File: src/pkg/window_cfg_pkg.sv
// constants for the downstream window configuration register bank
package window_cfg_pkg;

    // ========================================================
    // widths
    localparam int ADDR_W = 8;
    localparam int DATA_W = 32;
    localparam int STRB_W = 4;
    localparam int HI_W = 20;
    localparam int MASK_W = 19;

    // ========================================================
    // register byte addresses
    localparam logic [7:0] OFS_BRIDGE_EXT = 8'h94;
    localparam logic [7:0] OFS_XLAT_BASE = 8'h98;
    localparam logic [7:0] OFS_SETUP = 8'h9C;
    localparam logic [7:0] OFS_SLOT_CAP = 8'hA0;

    // ========================================================
    // field positions
    localparam int HI_LSB = 12;
    localparam int ADDR_TYPE_LSB = 1;
    localparam int PREFETCH_BIT = 3;
    localparam int ENABLE_BIT = 31;
    localparam int SLOT_LSB = 16;
    localparam int FIRST_BIT = 21;
    localparam int CHASSIS_LSB = 24;

    // ========================================================
    // reset and fixed values
    localparam logic [HI_W-1:0] BASE_RST = 20'h00000;
    localparam logic [MASK_W-1:0] MASK_RST = 19'h7FFFF;
    localparam logic [HI_W-1:0] PROBE_HI = 20'hFFFFF;
    localparam logic [1:0] ADDR_TYPE_RST = 2'h0;
    localparam logic PREFETCH_RST = 1'b0;
    localparam logic ENABLE_RST = 1'b1;
    localparam logic [7:0] SLOT_CAP_ID = 8'h04;
    localparam logic [7:0] SLOT_NEXT_PTR = 8'hB0;
    localparam logic [4:0] SLOT_RST = 5'h00;
    localparam logic FIRST_RST = 1'b0;
    localparam logic [7:0] CHASSIS_RST = 8'h00;
    localparam logic [31:0] BRIDGE_EXT_VAL = 32'h0000_0000;

    // ========================================================
    // bus responses
    localparam logic [1:0] RESP_OKAY = 2'h0;
    localparam logic [1:0] RESP_SLVERR = 2'h2;

endpackage

File: src/verilog/window_translate.sv
// downstream window 0 address translation stage
`timescale 1ns/1ps
`default_nettype none

module window_translate (
    input wire logic clk,
    input wire logic srst,
    input wire logic [window_cfg_pkg::HI_W-1:0] baseHi,
    input wire logic [window_cfg_pkg::HI_W-1:0] maskHi,
    input wire logic inValid,
    input wire logic [window_cfg_pkg::DATA_W-1:0] inAddr,
    output logic outValid,
    output logic [window_cfg_pkg::DATA_W-1:0] outAddr
);
    import window_cfg_pkg::*;

    logic [HI_W-1:0] mergedHi;

    // ========================================================
    // merge: significant bits come from the base, the rest pass
    assign mergedHi = (baseHi & maskHi) | (inAddr[DATA_W-1:HI_LSB] & ~maskHi);

    always_ff @(posedge clk) begin
        if (srst) begin
            outValid <= 1'b0;
            outAddr <= 32'h0000_0000;
        end else begin
            outValid <= inValid;
            if (inValid) begin
                outAddr <= {mergedHi, inAddr[HI_LSB-1:0]};
            end
        end
    end

endmodule

`default_nettype wire

File: src/verilog/downstream_window_config_regs.sv
// configuration registers for bridge extension, downstream window 0 and slot id
//
// The AXI4-Lite interface to the registers was left to the implementer.
`timescale 1ns/1ps
`default_nettype none

module downstream_window_config_regs (
    input wire logic clk,
    input wire logic srst,
    input wire logic [window_cfg_pkg::ADDR_W-1:0] awaddr,
    input wire logic [2:0] awprot,
    input wire logic awvalid,
    output logic awready,
    input wire logic [window_cfg_pkg::DATA_W-1:0] wdata,
    input wire logic [window_cfg_pkg::STRB_W-1:0] wstrb,
    input wire logic wvalid,
    output logic wready,
    output logic [1:0] bresp,
    output logic bvalid,
    input wire logic bready,
    input wire logic [window_cfg_pkg::ADDR_W-1:0] araddr,
    input wire logic [2:0] arprot,
    input wire logic arvalid,
    output logic arready,
    output logic [window_cfg_pkg::DATA_W-1:0] rdata,
    output logic [1:0] rresp,
    output logic rvalid,
    input wire logic rready,
    input wire logic specialSetPath,
    input wire logic [window_cfg_pkg::DATA_W-1:0] specialSetData,
    input wire logic dsValid,
    input wire logic [window_cfg_pkg::DATA_W-1:0] dsAddr,
    output logic xlatValid,
    output logic [window_cfg_pkg::DATA_W-1:0] xlatAddr,
    output logic windowEnable,
    output logic [4:0] slotNumber,
    output logic firstInChassis,
    output logic [7:0] chassisNumber
);
    import window_cfg_pkg::*;

    // ========================================================
    // write channel holding state
    logic awHeld_reg;
    logic [ADDR_W-1:0] awAddr_reg;
    logic wHeld_reg;
    logic [DATA_W-1:0] wData_reg;
    logic [STRB_W-1:0] wStrb_reg;
    logic bValid_reg;
    logic [1:0] bResp_reg;
    logic doWrite;
    logic [DATA_W-1:0] byteMask;
    logic writeMapped;

    // ========================================================
    // read channel state
    logic rValid_reg;
    logic [DATA_W-1:0] rData_reg;
    logic [1:0] rResp_reg;
    logic [DATA_W-1:0] readWord;
    logic readMapped;

    // ========================================================
    // stored fields
    logic [HI_W-1:0] base_reg;
    logic [MASK_W-1:0] sizeMask_reg;
    logic [1:0] addrType_reg;
    logic prefetch_reg;
    logic enable_reg;
    logic probe_reg;
    logic [4:0] slot_reg;
    logic first_reg;
    logic [7:0] chassis_reg;
    logic [HI_W-1:0] baseWriteMask;
    logic [HI_W-1:0] xlatMask;
    logic [DATA_W-1:0] setupWord;
    logic memSpace;
    logic [7:0] setupReserved;
    logic [1:0] slotReserved;
    logic [DATA_W-1:0] baseWord;
    logic [DATA_W-1:0] slotCapWord;

    // ========================================================
    // decoded writes and setup load fields
    logic selBase;
    logic selSetup;
    logic selSlot;
    logic [MASK_W-1:0] setMask;
    logic [1:0] setType;
    logic setPrefetch;
    logic setEnable;
    logic [1:0] writeResp;
    logic [1:0] readResp;

    // ========================================================
    // bridge support extension fields
    logic [5:0] extReserved;
    logic secondaryBusLowPowerStates;
    logic busPowerClockCtl;
    logic [7:0] extData;
    logic [DATA_W-1:0] extWord;

    // ========================================================
    // bus handshakes
    // one write buffered per channel; a new address is taken before the old response, but its write waits for it
    assign awready = !awHeld_reg;
    assign wready = !wHeld_reg;
    assign arready = !rValid_reg;
    assign bvalid = bValid_reg;
    assign bresp = bResp_reg;
    assign rvalid = rValid_reg;
    assign rdata = rData_reg;
    assign rresp = rResp_reg;

    assign doWrite = awHeld_reg && wHeld_reg && !bValid_reg;

    // ========================================================
    // write decode
    // one select per register that keeps state; the extension has none
    assign selBase = doWrite && awAddr_reg == OFS_XLAT_BASE;
    assign selSetup = doWrite && awAddr_reg == OFS_SETUP;
    assign selSlot = doWrite && awAddr_reg == OFS_SLOT_CAP;

    always_ff @(posedge clk) begin
        if (srst) begin
            awHeld_reg <= 1'b0;
            awAddr_reg <= 8'h00;
        end else if (awvalid && awready) begin
            awHeld_reg <= 1'b1;
            awAddr_reg <= awaddr;
        end else if (doWrite) begin
            awHeld_reg <= 1'b0;
        end
    end

    always_ff @(posedge clk) begin
        if (srst) begin
            wHeld_reg <= 1'b0;
            wData_reg <= 32'h0000_0000;
            wStrb_reg <= 4'h0;
        end else if (wvalid && wready) begin
            wHeld_reg <= 1'b1;
            wData_reg <= wdata;
            wStrb_reg <= wstrb;
        end else if (doWrite) begin
            wHeld_reg <= 1'b0;
        end
    end

    always_comb begin
        unique case (awAddr_reg)
            OFS_BRIDGE_EXT,
            OFS_XLAT_BASE,
            OFS_SETUP,
            OFS_SLOT_CAP: writeMapped = 1'b1;
            default: writeMapped = 1'b0;
        endcase
    end

    // read-only bits in a mapped register still answer okay
    assign writeResp = writeMapped ? RESP_OKAY : RESP_SLVERR;

    always_ff @(posedge clk) begin
        if (srst) begin
            bValid_reg <= 1'b0;
            bResp_reg <= RESP_OKAY;
        end else if (doWrite) begin
            bValid_reg <= 1'b1;
            bResp_reg <= writeResp;
        end else if (bready) begin
            bValid_reg <= 1'b0;
        end
    end

    // ========================================================
    // byte lanes expanded to bit enables
    genvar lane;
    generate
        for (lane = 0; lane < STRB_W; lane++) begin : g_lane
            assign byteMask[8*lane +: 8] = {8{wStrb_reg[lane]}};
        end
    endgenerate

    // ========================================================
    // translated base
    // bit 31 has no mask bit of its own; the enable stands in for it
    assign baseWriteMask = {enable_reg, sizeMask_reg} & byteMask[DATA_W-1:HI_LSB];

    always_ff @(posedge clk) begin
        if (srst) begin
            base_reg <= BASE_RST;
        end else if (selBase) begin
            base_reg <= (base_reg & ~baseWriteMask) | (wData_reg[DATA_W-1:HI_LSB] & baseWriteMask);
        end
    end

    // ========================================================
    // window setup: mask, type and prefetch load only through the special set path
    // software cannot resize the window; only the load port can
    assign setMask = specialSetData[ENABLE_BIT-1:HI_LSB];
    assign setType = specialSetData[ADDR_TYPE_LSB +: 2];
    assign setPrefetch = specialSetData[PREFETCH_BIT];
    assign setEnable = specialSetData[ENABLE_BIT];

    always_ff @(posedge clk) begin
        if (srst) begin
            sizeMask_reg <= MASK_RST;
            addrType_reg <= ADDR_TYPE_RST;
            prefetch_reg <= PREFETCH_RST;
            enable_reg <= ENABLE_RST;
        end else if (specialSetPath) begin
            sizeMask_reg <= setMask;
            addrType_reg <= setType;
            prefetch_reg <= setPrefetch;
            enable_reg <= setEnable;
        end else if (selSetup && wStrb_reg[3] && !wData_reg[ENABLE_BIT]) begin
            enable_reg <= 1'b1;
        end
    end

    // a zero written to the enable turns the upper read into the 4KB probe pattern
    always_ff @(posedge clk) begin
        if (srst) begin
            probe_reg <= 1'b0;
        end else if (specialSetPath) begin
            probe_reg <= 1'b0;
        end else if (selSetup && wStrb_reg[3]) begin
            probe_reg <= !wData_reg[ENABLE_BIT];
        end
    end

    // ========================================================
    // slot identification fields
    always_ff @(posedge clk) begin
        if (srst) begin
            slot_reg <= SLOT_RST;
            first_reg <= FIRST_RST;
        end else if (selSlot && wStrb_reg[2]) begin
            slot_reg <= wData_reg[SLOT_LSB +: 5];
            first_reg <= wData_reg[FIRST_BIT];
        end
    end

    always_ff @(posedge clk) begin
        if (srst) begin
            chassis_reg <= CHASSIS_RST;
        end else if (selSlot && wStrb_reg[3]) begin
            chassis_reg <= wData_reg[CHASSIS_LSB +: 8];
        end
    end

    // ========================================================
    // bridge support extension: nothing in it is writable
    assign extReserved = 6'h00;
    assign secondaryBusLowPowerStates = 1'b0;
    assign busPowerClockCtl = 1'b0;
    assign extData = 8'h00;
    // the low half belongs to the power management block and reads 0 here
    assign extWord = {extData, busPowerClockCtl, secondaryBusLowPowerStates, extReserved, BRIDGE_EXT_VAL[15:0]};

    // ========================================================
    // read path
    // reserved bits are tied here so that writes can never reach them
    assign memSpace = 1'b0;
    assign setupReserved = 8'h00;
    assign slotReserved = 2'b00;
    assign baseWord = {base_reg, 12'h000};
    assign slotCapWord = {chassis_reg, slotReserved, first_reg, slot_reg, SLOT_NEXT_PTR, SLOT_CAP_ID};

    always_comb begin
        setupWord = {enable_reg, sizeMask_reg, setupReserved, prefetch_reg, addrType_reg, memSpace};
        if (probe_reg) begin
            setupWord[DATA_W-1:HI_LSB] = PROBE_HI;
        end
    end

    always_comb begin
        readMapped = 1'b1;
        unique case (araddr)
            OFS_BRIDGE_EXT: readWord = extWord;
            OFS_XLAT_BASE: readWord = baseWord;
            OFS_SETUP: readWord = setupWord;
            OFS_SLOT_CAP: readWord = slotCapWord;
            default: begin
                readWord = 32'h0000_0000;
                readMapped = 1'b0;
            end
        endcase
    end

    // ========================================================
    // read response
    // unmapped reads are refused with zero data, not ignored, so a probe cannot hang
    assign readResp = readMapped ? RESP_OKAY : RESP_SLVERR;

    always_ff @(posedge clk) begin
        if (srst) begin
            rValid_reg <= 1'b0;
            rData_reg <= 32'h0000_0000;
            rResp_reg <= RESP_OKAY;
        end else if (arvalid && arready) begin
            rValid_reg <= 1'b1;
            rData_reg <= readWord;
            rResp_reg <= readResp;
        end else if (rready) begin
            rValid_reg <= 1'b0;
        end
    end

    // ========================================================
    // translation datapath
    // the mask is read live: a resize applies to the next address offered
    assign xlatMask = {enable_reg, sizeMask_reg};

    window_translate u_translate (
        .clk(clk),
        .srst(srst),
        .baseHi(base_reg),
        .maskHi(xlatMask),
        .inValid(dsValid),
        .inAddr(dsAddr),
        .outValid(xlatValid),
        .outAddr(xlatAddr)
    );

    // ========================================================
    // field outputs for the rest of the bridge
    assign windowEnable = enable_reg;
    assign slotNumber = slot_reg;
    assign firstInChassis = first_reg;
    assign chassisNumber = chassis_reg;

endmodule

`default_nettype wire

File: config.mk
export PLATFORM = sky130hd
export DESIGN_NAME = downstream_window_config_regs
export DESIGN_NICKNAME = d
export VERILOG_FILES = /design/src/pkg/window_cfg_pkg.sv /design/src/verilog/window_translate.sv /design/src/verilog/downstream_window_config_regs.sv
export SDC_FILE = /design/constraint.sdc
export NUM_CORES = 1
export LEC_CHECK = 0
export BUFFER_PORTS_ARGS = -buffer_cell sky130_fd_sc_hd__buf_2
export CAP_MARGIN = 20
export CORE_UTILIZATION = 45
export DETAILED_ROUTE_END_ITERATION = 16
export PLACE_DENSITY = 0.78
export SLEW_MARGIN = 5
export SYNTH_ARGS = -nofsm -noshare
export SYNTH_HDL_FRONTEND = slang
export SYNTH_SLANG_ARGS = --single-unit
File: constraint.sdc
create_clock -name clk -period 1.5 [get_ports clk]
set_input_delay 0.3 -clock clk [delete_from_list [all_inputs] [get_ports clk]]
set_output_delay 0.3 -clock clk [all_outputs]
set_load 0.05 [all_outputs]
==> results_dict.tcl, run 1 <==
set metrics [dict create \
    status "finished, final reports clean" \
    rsz0062_at_grt "yes" \
    drt-total-wl_mm 17.8 \
    path_class "flip-flop to flip-flop" \
    drtIter0Drc 371 \
    gp_congestion 0.813 \
    min_path_type "input pin to flip-flop" \
    die-height_microns 121 \
    drc_errors 0 \
    worstRegToRegCells 5 \
    dp_slack_ns -0.0294 \
    min-delay-start "rready" \
    grt_usage_pct 24.1 \
    nFillCells 1226 \
    synth_edf_count 0 \
    p_per_area_nw_per_um2 1230 \
    dieArea_sq_um 14700 \
    max-vdd-ir-drop_uv 838 \
    vias 5724 \
    min_period_over_period_pct 98.4 \
    cp.required_ns 1.80 \
    min_period_ns 1.48 \
    antenna_found_initial 0 \
    leakage_nw 3.99 \
    root_buffer "clkbuf_16" \
    drt_first_pass_iters 5 \
    nNetsFinal 990 \
    synth_top_area_share_pct 47.3 \
    fp.dieW_microns 121 \
    synth_top_cell_by_area "dfxtp_1" \
    grt_max_degree 82 \
    worstSetupEndpointType "flip-flop" \
    ys_types 36 \
    grt_pass1_wl_mm 27.1 \
    cts_made_buffers 17 \
    clock_path_buffers 2 \
    htree_levels 4 \
    insertedDiodeCount 0 \
    utilization_pct 60.2 \
    clock_skew_ns 0.0103 \
    cts_tree "yes" \
    synthArstFlopShare_pct 0 \
    synth.most_common_cell "dfxtp_1" \
    clk_latency_ns 0.43 \
    synthCells 678 \
    report.final.slew_viol_count 0 \
    synth_ff_type "dfxtp_1" \
    coreArea_sq_um 13900 \
    setup_violations 0 \
    clk_pin_slew_worst_paths_ns 0.06 \
    cts_sinks 151 \
    dp_hpwl_mm 11.8 \
    hold_viol 0 \
    fmax_mhz 678 \
    hold_path_depth 2 \
    holdWs_ns 0.0606 \
    ios 220 \
    row_count 43 \
    overflow 0 \
    yosysWarnings 0 \
    ant_nets 0 \
    cp_max_fo 8 \
    finalSetupTns_ns 0 \
    syn_avg_cell_area_sq_um 9.43 \
    syn_area_sq_um 6390 \
    synthTopCellsByArea "dfxtp_1 47%, mux2i_1 12%, nor2_1 5.3%, nand2_1 4.1%, and4b_1 3.4%" \
    grt_pass1_vias 5212 \
    drive_above_1_share_pct 30.5 \
    multi_input_area_sq_um 3070 \
    area_growth_pct 30.7 \
    ys_ff_latch 151 \
    crit_start "awAddr_reg[0]" \
    via_per_inst 5.44 \
    initial_utilization_pct 46.0 \
    io_buffers 180 \
    ys_seq_area_share_pct 47.3 \
    cp.arrival_ns 1.78 \
    ff_latch_area_sq_um 3030 \
    finalWorstSetupSlack_ns 0.0241 \
    wire_per_inst_microns 16.9 \
    cap_violations 0 \
    netlist_top_cells_count "151 x dfxtp_1, 91 x nor2_1, 77 x mux2i_1, 70 x nand2_1, 43 x a21oi_1" \
    cp-start-kind "flip-flop" \
    r2r_start "awAddr_reg[0]" \
]
area by class of cell:
type	count	area share, %
clock buffers	19	5.42
clock inverters	13	2.58
inverters	4	0.180
multi-input cells	469	36.8
flip-flops and latches	151	36.3
well taps	180	2.70
repair buffers	216	16.1
through the flow:
stage	std cells	total power [mW]	area (sq um)
2_1_floorplan	688	5.15	6430
3_3_place_gp	1012	5.52	7560
3_5_place_dp	1012	5.53	7560
4_1_cts	1049	10.3	8280
5_1_grt	1052	10.6	8350
6_report	1052	10.3	8350
cell families after synthesis:
| family | after synthesis | share of synthesized area [%] |
|---|---|---|
| AND/OR/NAND/NOR | 248 | 20.9 |
| multiplexers | 77 | 12.1 |
| AO/OA/AOI/OAI | 133 | 14.3 |
| flip-flops | 151 | 47.3 |
| other | 1 | 0.0587 |
| buffers and inverters | 68 | 5.42 |
placed cells by master (no fill, tap or decap), types with 2 or more instances in the layout:
cell | netlist | routed
a211o_1 | 19 | 19
a211oi_1 | 23 | 23
a21oi_1 | 43 | 43
a221o_1 | 17 | 17
a32oi_1 | 2 | 2
and4b_1 | 22 | 22
buf_12 | 0 | 9
buf_2 | 4 | 179
buf_4 | 13 | 25
bufinv_16 | 0 | 5
clkbuf_16 | 0 | 19
clkbuf_8 | 0 | 2
clkinvlp_4 | 0 | 4
conb_1 | 1 | 11
dfxtp_1 | 151 | 146
dfxtp_2 | 0 | 5
inv_1 | 4 | 4
inv_6 | 0 | 3
mux2i_1 | 77 | 77
nand2_1 | 70 | 70
nand2b_1 | 2 | 2
nand4_1 | 22 | 22
nand4_4 | 2 | 2
nor2_1 | 91 | 91
nor2b_1 | 24 | 22
nor2b_2 | 0 | 2
nor3_1 | 3 | 3
nor4b_4 | 3 | 4
o21ai_0 | 25 | 24
final timing paths:
check	endpoint	slack [ns]
max reg2reg	chassisNumber[1]	0.02
max	chassisNumber[1]	0.02
min reg2reg	wData_reg[23]	0.45
min	rvalid	0.06
worst max-delay path: stages, from the launching register on:
cell	delay, ns
dfxtp_2	0.33
nor4b_4	0.34
buf_12	0.17
nand4_4	0.19
mux2i_1	0.24
nor2_1	0.08
routing by layer:
| layer | vias up | global-route usage [%] | share of wire, % |
|---|---|---|---|
| met5 | - | 0 | 0 |
| met4 | 0 | 8.87 | 1.8 |
| met3 | 25 | 7.75 | 10 |
| met2 | 279 | 36.3 | 44 |
| met1 | 2654 | 32.1 | 44 |
| li1 | 2766 | - | - |
report_power, final:
part / switching [mW] / total, mW / internal, mW / leakage [nW]
Clock: 1.73 / 4.79 / 3.06 / 0.313
Combinational: 0.753 / 1.19 / 0.440 / 2.44
Sequential: 0.139 / 4.31 / 4.17 / 1.24
Total: 2.63 / 10.3 / 7.67 / 3.99
what timing repair did:
action | 4_1_cts | 5_1_grt
gates resized for setup | 3 | 4
endpoints found under the hold margin | 0 | 0
hold buffers | 0 | 0
buffers inserted | 4 | 1
gates cloned | 1 | 2
pin swaps | 2 | 5
setup endpoints to repair | 9 | 36
Power figures use the tool's default switching activity.
==> run 2, diff against run 1 <==
MAX_ROUTING_LAYER = met4   (was not set)
SLEW_MARGIN = 10   (was 5)
==> run 2 against run 1 <==
Effect of this change: via count fell by 1.1%; non-clock buffer count unchanged; cell area hardly changed; routed wire length increased by 0.14%; first-iteration DRC count grew 7.3%; critical path depth did not move; utilization barely moved; clock power is essentially flat; setup slack lost 0.023 ns; count of clock-buffer cells in the layout unchanged; global-route usage increased by 0.67 points; clock skew about the same; largest power group unchanged.
==> results_dict.tcl, run 2 (synthesis gave the netlist of run 1 again) <==
set metrics [dict create \
    min_period_ns 1.50 \
    area_growth_pct 30.8 \
    nFillCells 1230 \
    fp.dieW_microns 121 \
    worstRegToRegCells 5 \
    fin_cells 1052 \
    layout_common_cells "178 x buf_2, 146 x dfxtp_1, 91 x nor2_1" \
    total_power_mw 10.3 \
    holdWs_ns 0.0604 \
    min_period_over_period_pct 99.9 \
    cp.arrival_ns 1.80 \
    rsz0062_at_grt "yes" \
    utilization_pct 60.2 \
    via_per_inst 5.38 \
    setup_violations 0 \
    cap_violations 0 \
    dp_slack_ns -0.0294 \
    ant_nets 0 \
    cp_max_fo 8 \
    drive_above_1_share_pct 30.5 \
    htree_levels 4 \
    placed_cells 1012 \
    dpl_cell_area_sq_um 7560 \
    antenna_found_initial 0 \
    hold_path_depth 2 \
    leakage_nw 3.99 \
    fmax_mhz 667 \
    grt_max_degree 82 \
    cts_sinks 151 \
    io_buffers 180 \
    clk_latency_ns 0.42 \
    p_per_area_nw_per_um2 1230 \
    path_class "flip-flop to flip-flop" \
    status "finished, final reports clean" \
    layout_commonest_cell "buf_2" \
    clk_pin_slew_worst_paths_ns 0.06 \
    drtIter0Drc 398 \
    cp-start-kind "flip-flop" \
    grt_pass1_vias 5236 \
    dieArea_sq_um 14700 \
    finalWorstSetupSlack_ns 0.00100 \
    cp.required_ns 1.80 \
    min_path_type "input pin to flip-flop" \
    wire_per_inst_microns 16.9 \
    drc_errors 0 \
    dp_hpwl_mm 11.8 \
    drt-total-wl_mm 17.8 \
    vias 5659 \
    grt_usage_pct 24.8 \
    hold_viol 0 \
    grt_pass1_wl_mm 27.0 \
    drt_first_pass_iters 5 \
    die-height_microns 121 \
    finalSetupTns_ns 0 \
    stdcell_area_sq_um 8360 \
    report.final.slew_viol_count 0 \
    worstSetupEndpointType "flip-flop" \
    gp_congestion 0.825 \
    max-vdd-ir-drop_uv 835 \
    insertedDiodeCount 0 \
    initial_utilization_pct 46.0 \
    nNetsFinal 990 \
    ios 220 \
    row_count 43 \
    root_buffer "clkbuf_16" \
    clock_path_buffers 2 \
    coreArea_sq_um 13900 \
    cts_tree "yes" \
    overflow 0 \
    cts_made_buffers 17 \
    clock_skew_ns 0.0101 \
]
[run 2: changes by cell type in the layout (fill, tap and decap cells not counted)]
cell,before,now
buf_6,0,1
clkbuf_4,0,1
buf_2,179,178
buf_4,25,24
[run 2: layer usage]
metal	GRT usage (%)	routed length, microns	vias to the layer above	part of all wire [%]
met4	8.87	288	0	1.6
li1	-	-	2760	-
met1	32.6	8070	2628	45
met5	-	0	-	0
met2	36.3	7820	247	44
met3	6.91	1600	24	9.0
[run 2: timing repair]
| item | CTS | global route |
|---|---|---|
| hold buffers | 0 | 0 |
| cloned | 1 | 2 |
| gates resized for setup | 3 | 6 |
| setup buffers | 4 | 1 |
| endpoints found under the setup margin | 9 | 37 |
| pin swaps | 2 | 6 |
[run 2: area by class of cell]
cell class                      instances  area, sq um  share of cell area (%)
Clock buffer                           19          453                    5.42
Sequential cell                       151         3030                    36.2
Clock inverter                         13          215                    2.57
Tap cell                              180          225                    2.69
Timing Repair Buffer                  216         1350                    16.1
Inverter                                4         15.0                   0.180
Multi-Input combinational cell        469         3070                    36.8
[run 2: where the power goes]
group          leakage, nW  switching [mW]  internal, mW
logic                 2.44           0.753         0.441
clock network        0.313            1.75          3.06
registers             1.24           0.139          4.17
[run 2: worst paths after layout]
| path | start | end | slack (ns) |
|---|---|---|---|
| hold reg to reg | wData_reg[23] | wData_reg[23] | 0.45 |
| setup reg to reg | awAddr_reg[0] | chassisNumber[3] | 0.001 |
| setup / recovery | awAddr_reg[0] | chassisNumber[3] | 0.001 |
| hold / removal | rready | rvalid | 0.06 |
[run 2: worst max-delay path, stage by stage, from the launching register on]
cell	delay (ns)
dfxtp_2	0.33
nor4b_4	0.34
buf_12	0.17
nand4_4	0.20
mux2i_1	0.29
nor2_1	0.06
==> run 3, diff against run 2 <==
CTS_CLUSTER_DIAMETER = 100   (was not set)
RECOVER_POWER = 50   (was not set)
==> run 3 against run 2 <==
Effect of this change: count of clock-buffer cells in the layout did not move; sequential share of layout area rose by 0.083 points; first-iteration DRC count fell by 0.50%; via count rose by 0.27%; largest cell class unchanged.
==> results_dict.tcl, run 3 (synthesis gave the netlist of run 1 again) <==
set metrics [dict create \
    worst_slew_pin_slew_ns 1.29 \
    wire_per_inst_microns 16.9 \
    layout_commonest_cell "buf_2" \
    report.final.slew_viol_count 0 \
    max_slew_margin_pct 14.0 \
    cap_violations 0 \
    area_growth_pct 30.4 \
    top_layer_used "met4" \
    finalSetupTns_ns 0 \
    grt_max_degree 82 \
    drc_errors 0 \
    critPathMaxStageDelay_ns 0.34 \
    clock_path_buffers 2 \
    drt_first_pass_iters 5 \
    cp-start-kind "flip-flop" \
    overflow 0 \
    wl_met3_mm 1.49 \
    clk_pin_slew_worst_paths_ns 0.06 \
    stdcell_area_sq_um 8340 \
    initial_utilization_pct 46.0 \
    root_buffer "clkbuf_16" \
    fp.dieW_microns 121 \
    worstSetupEndpointType "flip-flop" \
    antenna_found_initial 0 \
    utilization_pct 60.1 \
    ios 220 \
    max-vdd-ir-drop_uv 838 \
    grt_usage_pct 24.8 \
    fmax_mhz 669 \
    hold_viol 0 \
    fin_cells 1052 \
    status "finished, final reports clean" \
    drt-total-wl_mm 17.8 \
    placed_cells 1012 \
    min_period_over_period_pct 99.6 \
    dpl_cell_area_sq_um 7560 \
    drtIter0Drc 396 \
    grt_pass1_vias 5236 \
    coreArea_sq_um 13900 \
    dieArea_sq_um 14700 \
    row_count 43 \
    clk_latency_ns 0.43 \
    met1_length_mm 8.19 \
    cpMaxStageDelayCell "nor4b_4" \
    cts_tree "yes" \
    drive_above_1_share_pct 30.3 \
    cp_max_fo 8 \
    leakage_nw 3.98 \
    clock_skew_ns 0.0102 \
    gp_congestion 0.825 \
    finalWorstSetupSlack_ns 0.00581 \
    min_period_ns 1.49 \
    path_class "flip-flop to flip-flop" \
    path_cells "nor4b_4 -> buf_12 -> nand4_4 -> mux2i_1 -> nor2_1" \
    die-height_microns 121 \
    cts_hold_repair.buffers 0 \
    ant_nets 0 \
    cp.required_ns 1.80 \
    cts_made_buffers 17 \
    grt_pass1_wl_mm 27.0 \
    via_per_inst 5.39 \
    insertedDiodeCount 0 \
    p_per_area_nw_per_um2 1240 \
    rsz0062_at_grt "yes" \
    vias 5674 \
    crit_family "simple AND/OR/NAND/NOR gates" \
    htree_levels 4 \
    wl_met2_mm 7.81 \
    min_path_type "input pin to flip-flop" \
    layout_common_cells "175 x buf_2, 147 x dfxtp_1, 91 x nor2_1" \
    dp_slack_ns -0.0294 \
    cts_sinks 151 \
    setup_violations 0 \
    cp.buffers_inverters 1 \
    io_buffers 180 \
    cp.arrival_ns 1.80 \
    dp_hpwl_mm 11.8 \
    nNetsFinal 990 \
]
==> run 3: changes by cell type in the layout (fill, tap and decap cells not counted) <==
cell      previous run  this run
clkbuf_2             0         5
buf_12               9         8
buf_2              178       175
dfxtp_1            146       147
and2_0               0         1
and2_1               1         0
dfxtp_2              5         4
clkbuf_1             0         1
buf_4               24        22
==> run 3: final timing paths <==
kind                 start               end  slack, ns  cells past startpoint
max          awAddr_reg[0]  chassisNumber[3]      0.006                      5
min                 rready            rvalid       0.07                      2
max reg2reg  awAddr_reg[0]  chassisNumber[3]      0.006                      5
min reg2reg  wData_reg[23]     wData_reg[23]       0.45                      2
==> run 3: stage by stage <==
step	power, mW	hold WS (ns)
3_3_place_gp	5.52	0.438
3_5_place_dp	5.53	0.450
4_1_cts	10.3	0.0457
5_1_grt	10.6	0.0658
6_report	10.3	0.0668
2_1_floorplan	5.15	0.392
==> run 3: final cells by class <==
cell class / instances / area [sq um]
Clock buffer: 19 / 453
Clock inverter: 13 / 215
Fill cell: 1231 / 5540
Inverter: 4 / 15.0
Multi-Input combinational cell: 469 / 3070
Sequential cell: 151 / 3030
Tap cell: 180 / 225
Timing Repair Buffer: 216 / 1330
==> run 3: what timing repair did <==
| action | in CTS | in global routing |
|---|---|---|
| resized for setup | 3 | 6 |
| cloned | 1 | 2 |
| setup buffers | 4 | 1 |
| hold endpoints to repair | 0 | 0 |
| setup endpoints to repair | 9 | 37 |
| pin swaps | 2 | 6 |
==> run 3: routing by layer <==
layer / track usage, % / up-vias
met3: 6.91 / 31
met1: 32.6 / 2648
met4: 8.87 / 0
met2: 36.3 / 241
met5: - / -
li1: - / 2754
==> run 3: power breakdown <==
| group | internal (mW) | switching, mW | total (mW) |
|---|---|---|---|
| clock network | 3.06 | 1.74 | 4.80 |
| registers | 4.17 | 0.140 | 4.31 |
| logic | 0.436 | 0.752 | 1.19 |
| total | 7.67 | 2.63 | 10.3 |
==> run 3: worst register-to-register path, delay by kind of cell, from the launching register on <==
kind | cells | cell delay, ns
flops | 1 | 0.33
simple gates | 3 | 0.60
mux | 1 | 0.29
buf+inv | 1 | 0.17
